$ cat config.mk
export PLATFORM = sky130hd
export DESIGN_NAME = csd_clock_divide
export DESIGN_NICKNAME = d
export VERILOG_FILES = /design/src/rtl/csd_clock_divide.v
export VERILOG_INCLUDE_DIRS = /design/src /design/src/rtl
export SDC_FILE = /design/constraint.sdc
export NUM_CORES = 1
export LEC_CHECK = 0
export BUFFER_PORTS_ARGS = -buffer_cell sky130_fd_sc_hd__buf_2
export CAP_MARGIN = 40
export CORE_ASPECT_RATIO = 0.8
export CORE_UTILIZATION = 59
export DETAILED_ROUTE_END_ITERATION = 6
export PLACE_DENSITY_LB_ADDON = 0.3
export SYNTH_ARGS = -nofsm -noshare
export SYNTH_HDL_FRONTEND = slang
export SYNTH_SLANG_ARGS = --single-unit
$ cat constraint.sdc
create_clock -name clk -period 4.2 [get_ports clk]
set_input_delay 0 -clock clk [delete_from_list [all_inputs] [get_ports clk]]
set_output_delay 0 -clock clk [all_outputs]
set_load 0.01 [all_outputs]
$ cat src/rtl/csd_map.vh
// csd_map.vh: register offsets, field positions, reset values for the clock
// source select and channel divide block; included by csd_clock_divide.v
`ifndef CSD_MAP_VH
`define CSD_MAP_VH
// register offsets (indices; byte address = 4 x index)
`define CSD_IDX_CH0_COUNTS  12'h190
`define CSD_IDX_CH0_BYPASS  12'h191
`define CSD_IDX_CH0_ROUTE   12'h192
`define CSD_IDX_CH1_COUNTS  12'h196
`define CSD_IDX_CH1_BYPASS  12'h197
`define CSD_IDX_CH1_ROUTE   12'h198
`define CSD_IDX_PRESCALE    12'h1E0
`define CSD_IDX_SOURCE      12'h1E1
`define CSD_IDX_SYNC        12'h1E2
// field positions
`define CSD_BYP_BIT         7
`define CSD_SH_BIT          4
`define CSD_DIRECT_BIT      1
`define CSD_DUTYOFF_BIT     0
`define CSD_SYNC_BIT        0
// source codes
`define CSD_SRC_EXT_PRE     2'h0
`define CSD_SRC_EXT_DIRECT  2'h1
`define CSD_SRC_OSC_PRE     2'h2
`define CSD_SRC_BAD         2'h3
// reset values
`define CSD_RST_COUNTS      8'h00
`define CSD_RST_BYPASS      8'h00
`define CSD_RST_ROUTE       8'h00
`define CSD_RST_PRESCALE    8'h00
`define CSD_RST_SOURCE      8'h00
`endif

$ cat src/rtl/csd_clock_divide.v
// csd_clock_divide.v: source select, prescaler and two channel dividers with
// an APB register slave. assumes all inputs synchronous to clk, and that the
// source clocks arrive as sampled level inputs (enable-style model).
//
// Decided for this implementation: the APB register port.
`timescale 1ns/10ps
`include "csd_map.vh"
module csd_clock_divide
(
  // clock, reset, enable
  input  wire        clk,
  input  wire        rst,
  input  wire        clkEn,
  // clock sources, sampled levels
  input  wire        extClk,
  input  wire        oscClk,
  // apb slave
  input  wire        psel,
  input  wire        penable,
  input  wire        pwrite,
  input  wire [13:0] paddr,
  input  wire [31:0] pwdata,
  output reg  [31:0] prdata,
  output reg         pready,
  output reg         pslverr,
  // outputs
  output reg         pair0_output_a,
  output reg         pair0_output_b,
  output reg         pair1_output_a,
  output reg         pair1_output_b,
  output reg  [1:0]  dividerPowered
);
  // register file
  reg  [7:0]  cntQ [0:1];   // low/high counts per channel
  reg  [7:0]  bypQ [0:1];   // bypass, start high, phase offset
  reg  [7:0]  rteQ [0:1];   // direct route, duty_fix_off
  reg  [7:0]  preQ;         // prescaler ratio field
  reg  [7:0]  srcQ;         // source select
  reg  [11:0] idx;          // word index
  reg         hit;          // mapped index
  reg  [7:0]  rdVal;        // read mux
  reg         syncReq;      // one-cycle sync request
  wire        acc = psel & penable;
  wire        wrAcc = acc & pwrite & hit;

  // address decode shared by reads and writes
  function [4:0] decode;
    input [11:0] i;
    begin
      case (i)
        `CSD_IDX_CH0_COUNTS: decode = 5'h10;
        `CSD_IDX_CH0_BYPASS: decode = 5'h11;
        `CSD_IDX_CH0_ROUTE:  decode = 5'h12;
        `CSD_IDX_CH1_COUNTS: decode = 5'h14;
        `CSD_IDX_CH1_BYPASS: decode = 5'h15;
        `CSD_IDX_CH1_ROUTE:  decode = 5'h16;
        `CSD_IDX_PRESCALE:   decode = 5'h18;
        `CSD_IDX_SOURCE:     decode = 5'h19;
        `CSD_IDX_SYNC:       decode = 5'h1A;
        default:             decode = 5'h00;
      endcase
    end
  endfunction

  // read mux
  always @*
  begin
    idx = paddr[13:2];
    hit = decode(idx) != 5'h00 && paddr[1:0] == 2'h0;
    case (decode(idx))
      5'h10:   rdVal = cntQ[0];
      5'h11:   rdVal = bypQ[0];
      5'h12:   rdVal = rteQ[0];
      5'h14:   rdVal = cntQ[1];
      5'h15:   rdVal = bypQ[1];
      5'h16:   rdVal = rteQ[1];
      5'h18:   rdVal = preQ;
      5'h19:   rdVal = srcQ;
      default: rdVal = 8'h00;   // sync reads zero
    endcase
  end

  // apb slave: no wait states, ready in first access cycle
  always @(posedge clk or posedge rst)
  begin
    if (rst)
    begin
      prdata  <= 32'h00000000;
      pready  <= 1'b0;
      pslverr <= 1'b0;
      cntQ[0] <= `CSD_RST_COUNTS;
      cntQ[1] <= `CSD_RST_COUNTS;
      bypQ[0] <= `CSD_RST_BYPASS;
      bypQ[1] <= `CSD_RST_BYPASS;
      rteQ[0] <= `CSD_RST_ROUTE;   // duty correction on
      rteQ[1] <= `CSD_RST_ROUTE;
      preQ    <= `CSD_RST_PRESCALE;
      srcQ    <= `CSD_RST_SOURCE;
      syncReq <= 1'b0;
    end
    else if (clkEn)
    begin
      pready  <= psel & ~penable;
      pslverr <= psel & ~penable & ~hit;
      prdata  <= (psel & ~penable & ~pwrite) ? {24'h000000, rdVal} : 32'h00000000;
      syncReq <= 1'b0;
      if (wrAcc & pready)
      begin
        case (decode(idx))
          5'h10:   cntQ[0] <= pwdata[7:0];
          5'h11:   bypQ[0] <= pwdata[7:0];
          5'h12:   rteQ[0] <= pwdata[7:0];
          5'h14:   cntQ[1] <= pwdata[7:0];
          5'h15:   bypQ[1] <= pwdata[7:0];
          5'h16:   rteQ[1] <= pwdata[7:0];
          5'h18:   preQ    <= pwdata[7:0];
          5'h19:   srcQ    <= pwdata[7:0];
          5'h1A:   syncReq <= pwdata[`CSD_SYNC_BIT];
          default: syncReq <= 1'b0;
        endcase
      end
    end
  end

  // source selection and edge detect of the selected clock
  reg  srcLvl;      // selected raw source level
  reg  srcPrevQ;    // previous source level
  wire srcBad  = srcQ[1:0] == `CSD_SRC_BAD;
  wire usePre  = srcQ[1:0] != `CSD_SRC_EXT_DIRECT;
  always @*
  begin
    srcLvl = (srcQ[1:0] == `CSD_SRC_OSC_PRE) ? oscClk : extClk;
  end
  wire srcRise = srcLvl & ~srcPrevQ;

  // prescaler: ratio 2..6 from 3-bit field, clamped
  reg [2:0] preCntQ;
  reg       preOutQ;
  reg [2:0] preRatio;
  always @*
  begin
    case (preQ[2:0])
      3'h0:    preRatio = 3'h2;
      3'h1:    preRatio = 3'h3;
      3'h2:    preRatio = 3'h4;
      3'h3:    preRatio = 3'h5;
      default: preRatio = 3'h6;
    endcase
  end
  wire preTick = srcRise && preCntQ == 3'h0;   // one tick per ratio edges
  wire divTick = usePre ? preTick : srcRise;   // divider input edge

  always @(posedge clk or posedge rst)
  begin
    if (rst)
    begin
      srcPrevQ <= 1'b0;
      preCntQ  <= 3'h0;
      preOutQ  <= 1'b0;
    end
    else if (clkEn)
    begin
      srcPrevQ <= srcLvl;
      if (srcRise)
      begin
        preCntQ <= (preCntQ == preRatio - 3'h1) ? 3'h0 : preCntQ + 3'h1;
        // high for (ratio >> 1) + 1 of the ratio source edges of each prescaler period
        preOutQ <= (preCntQ < (preRatio >> 1)) | (preCntQ == preRatio - 3'h1);
      end
    end
  end
  wire divIn = usePre ? preOutQ : srcLvl;   // level fed to bypassed divider

  // two first-type channel dividers
  genvar g;
  generate
    for (g = 0; g < 2; g = g + 1)
    begin : chan
      reg  [4:0] cntQ2;    // position within period
      reg        outQ;     // divided output
      reg        halfQ;    // copy delayed one clk cycle for correction
      reg  [4:0] dlyQ;     // delay cycles still pending
      reg  [4:0] phiQ;     // active delay, latched at sync
      wire [3:0] lowM  = cntQ[g][7:4];   // low count minus one
      wire [3:0] highN = cntQ[g][3:0];   // high count minus one
      wire [4:0] hiLen = {1'b0, highN} + 5'h01;
      wire [4:0] total = {1'b0, highN} + {1'b0, lowM} + 5'h02;
      wire       byp   = bypQ[g][`CSD_BYP_BIT];
      wire [4:0] phi   = bypQ[g][4:0];
      wire [4:0] dly   = phi[4] ? phi - 5'h10 + {1'b0, lowM} + 5'h01 : phi;
      wire       dutyOn = ~rteQ[g][`CSD_DUTYOFF_BIT];
      wire       odd   = total[0];
      always @(posedge clk or posedge rst)
      begin
        if (rst)
        begin
          cntQ2 <= 5'h00;
          outQ  <= 1'b0;
          halfQ <= 1'b0;
          dlyQ  <= 5'h00;
          phiQ  <= 5'h00;
        end
        else if (clkEn)
        begin
          if (syncReq | srcBad)
          begin
            // restart static, load new delay
            cntQ2 <= 5'h00;
            outQ  <= 1'b0;
            halfQ <= 1'b0;
            phiQ  <= dly;
            dlyQ  <= dly;
          end
          else if (~byp && divTick)
          begin
            if (dlyQ != 5'h00)
              dlyQ <= dlyQ - 5'h01;
            else
            begin
              cntQ2 <= (cntQ2 == total - 5'h01) ? 5'h00 : cntQ2 + 5'h01;
              outQ  <= (cntQ2 == total - 5'h01) | (cntQ2 < hiLen - 5'h01);
            end
          end
          else if (~byp)
            halfQ <= outQ;             // delayed copy for odd correction
        end
      end
      // correction widens odd high phase by one clk cycle
      wire divOut = (dutyOn & odd) ? (outQ | halfQ) : outQ;
      // bypass passes input; divider state idles (powered down)
      wire chOut  = srcBad ? 1'b0 : (rteQ[g][`CSD_DIRECT_BIT] ? srcLvl : (byp ? divIn : divOut));
      if (g == 0)
      begin : p0
        always @(posedge clk or posedge rst)
        begin
          if (rst)
          begin
            pair0_output_a <= 1'b0;
            pair0_output_b <= 1'b0;
          end
          else if (clkEn)
          begin
            pair0_output_a <= chOut;
            pair0_output_b <= chOut;
          end
        end
      end
      else
      begin : p1
        always @(posedge clk or posedge rst)
        begin
          if (rst)
          begin
            pair1_output_a <= 1'b0;
            pair1_output_b <= 1'b0;
          end
          else if (clkEn)
          begin
            pair1_output_a <= chOut;
            pair1_output_b <= chOut;
          end
        end
      end
    end
  endgenerate

  // power flag per channel, one process so the vector has a single driver
  always @(posedge clk or posedge rst)
  begin
    if (rst)
      dividerPowered <= 2'h0;
    else if (clkEn)
      dividerPowered <= {~bypQ[1][`CSD_BYP_BIT], ~bypQ[0][`CSD_BYP_BIT]};
  end
endmodule // csd_clock_divide

==> run metrics <==
switch share=30.0%; status=finished, final reports clean; GRT Util Overall=29.1%; gp weighted congestion=0.955; net switching power=roughly 740 µW; synthesized area=0.00688 mm²; Yosys reg bits=between 100 and 150; clock sinks=108; wire per inst=between 15 and 20 µm; Max Clock Skew=12.7 ps; fin crit share=85.4%; Max Cap Viol=0; worst path required time=~4400 ps; Crit Path Max Fanout=5; Initial DRT Pass Iterations=5; final hold vios=0; Synth area leader=dfrtp_1; initial antenna violation count=0; crit end category=register; Setup Crit Path Kind=register to register; Area contributors post-synth=dfrtp_1 39%, mux2_2 11%, ha_1 7.3%; Worst Max-Slew Pin Slew=819 ps; CTS root buf=clkbuf_16; Syn Area/Cell=10.3 µm²; Via Count=5,310; I/O Buffers=45; Startpoint Class=register; Fin Setup TNS=0 ps; placed inst area=0.00713 mm²; Post-CTS Resized=0; Main synth FF type=dfrtp_1; Leak Pwr=about 0.0037 µW; Crit Reg-Reg Endpoint=chan[0].cntQ2[0]$_DFFE_PP0P_; Warnings, synthesis=0; Achievable Freq=0.279 GHz; synthesis-to-finish area growth=8.72%; Total Wirelength=16,200 µm; vias in the first global route=5,306; share of the synthesized area in the top cell type=39.3%; cells after synthesis=670; RSZ-0062 raised after global routing=false; Rel. slew slack=44.7%; reg2reg setup slack=610 ps; Synth top cells by count=108 x dfrtp_1, 68 x mux2_2, 53 x inv_1; Iteration-0 DRC Markers=roughly 360; share of cells above drive strength 1=between 20% and 30%; vias per cell=~6.2; Die Ht=a little under 100 µm; Clk pin slew, worst setup/hold paths=80 ps; die area=0.0121 mm²; Clock Latency Late Sink=360 ps; DP HPWL=12,000 µm; power per cell area=330 mW/mm²; Final Util=67.3%; CP max stage cell=o41ai_1; TritonCTS Buffers=9; hold path cells=4; H-tree levels=3; combinational share of power=17.0%; I/O pins=94; Post-synth EDFFs=0; Max VDD drop=188 µV; Worst Hold Endpoint=syncReq$_DFFE_PP0P_; Distinct cells, synth=67; post-CTS setup buffer count=0; Core Area=0.0111 mm²; hold path start=paddr[12]; # rows=34; Flop pwr share=48.3%; Arr. time, crit path=3830 ps; cell-internal power=1720 µW; CTS tree=built; reg2reg path depth=11; Inserted Diodes=0; max incr delay on CP=790 ps; most common cell in the netlist=dfrtp_1; Final ANT Viol Nets=0; critical-path cell list=inv_1 -> ha_1 -> inv_1 -> ha_1 -> fa_1 -> xor2_1 -> nor3b_1 -> xnor3_1 -> o41ai_1 -> or2_2 -> o21ai_0; Max Buffers Root-to-Sink=2; reg2reg start=chan[0].lowM[1]$_DFFE_PP0P_; FFs w/ async S/R, synth=100%; largest net degree at the start of global routing=63; GRT overflow=0; Seq/Total Area, Yosys=approximately two fifths; clock power share=34.7%; Die X=123 µm; worst min path class=primary input to register; Initial Utilization=61.9%; nets@finish=806; # DRC=0; worst setup path startpoint=chan[0].lowM[1]$_DFFE_PP0P_; max-slew violation total from the final report=0; post-route minimum period=3590 ps; Finished Cell Area=0.00748 mm²; Final Setup Violations=0; first-pass GRT wire length=between 20,000 and 30,000 µm
-- registers in the layout, indices dropped and copies added (netlist names), 2 cells and up --
| name | cells |
|---|---|
| chan.lowM | 8 |
| chan.cntQ2 | 10 |
| preCntQ | 3 |
| chan.halfQ | 2 |
| chan.dlyQ | 10 |
| prdata | 8 |
| chan.outQ | 2 |
| srcQ | 8 |
| preQ | 8 |
| chan.highN | 8 |
| rteQ | 16 |
| bypQ | 16 |
| dividerPowered | 2 |
-- critical path: cells and delay by family, from the launching register on --
family          cells  cell delay [ps]
simple gates        2              560
buf+inv             2              120
compound gates      2              870
xor+xnor            2              580
fa+ha+maj           3              870
flops               1              480
-- cell usage in the layout, fill, tap and decap left out, types with 13 or more instances in the layout --
master / Yosys / routed
nand2_1: 27 / 27
dfrtp_1: 108 / 108
mux2i_1: 13 / 13
xnor2_1: 14 / 14
o21ai_0: 28 / 28
a22o_1: 17 / 17
ha_1: 40 / 40
nand2b_1: 13 / 13
buf_2: 2 / 45
a21oi_1: 23 / 23
o22ai_1: 19 / 19
a22oi_1: 18 / 18
nand3_1: 17 / 17
nor2b_1: 13 / 13
inv_1: 53 / 52
conb_1: 1 / 24
mux2_2: 68 / 68
nor2_1: 38 / 38
-- power by group through the flow --
stage	logic [µW]	registers, µW	clock network [µW]
6_report	418	1190	856
5_1_grt	473	1200	909
3_3_place_gp	390	1200	0
4_1_cts	417	1190	868
2_1_floorplan	325	1190	0
3_5_place_dp	411	1210	0
-- metal layers --
layer  vias to the layer above  global-route usage, %  wire, µm
li1                       2434                      -         -
met1                      2569                   39.2      6950
met2                       255                   46.2      7730
met3                        52                   5.09      1050
met4                         0                   12.5       507
met5                         -                      0         0
-- layout make-up --
cell class | count | area (µm²)
repair buffers | 56 | 338
flip-flops and latches | 108 | 2700
multi-input cells | 480 | 3750
inverters | 53 | 201
clock buffers | 10 | 239
well taps | 144 | 180
fillers | 799 | 3630
clock inverters | 6 | 63.8
-- stage by stage --
| stage | instances | hold slack [ps] | worst slack (ps) | power (µW) |
|---|---|---|---|---|
| 2_1_floorplan | 693 | 117 | 1050 | 1520 |
| 5_1_grt | 857 | 16.4 | 296 | 2580 |
| 4_1_cts | 857 | 5.12 | 601 | 2470 |
| 3_3_place_gp | 835 | 280 | 739 | 1590 |
| 3_5_place_dp | 837 | -30.4 | 630 | 1620 |
| 6_report | 857 | 11.4 | 613 | 2470 |
-- logic make-up after synthesis --
group	share of synthesized area, %
adder cells (fa/ha/maj)	8.44
multiplexers	13.0
AND/OR/NAND/NOR	13.1
flip-flops	39.3
buffers and inverters	7.41
AO/OA/AOI/OAI	15.0
other	0.0545
XOR/XNOR	3.71
-- how the worst max path moves through the flow --
stage                                    to  depth (start not counted)
6_report       chan[0].cntQ2[0]$_DFFE_PP0P_                         11
3_5_place_dp   chan[0].cntQ2[0]$_DFFE_PP0P_                         11
4_1_cts        chan[0].cntQ2[0]$_DFFE_PP0P_                         11
5_1_grt        chan[0].cntQ2[0]$_DFFE_PP0P_                         11
2_1_floorplan  chan[0].cntQ2[3]$_DFFE_PP0P_                         11
3_3_place_gp   chan[0].cntQ2[0]$_DFFE_PP0P_                         11
-- timing repair --
| action | 4_1_cts | 5_1_grt |
|---|---|---|
| hold buffers | 4 | 0 |
| hold endpoints to repair | 83 | 0 |
| setup endpoints to repair | 0 | 0 |
Note: power is estimated with default switching activity, not from simulation.
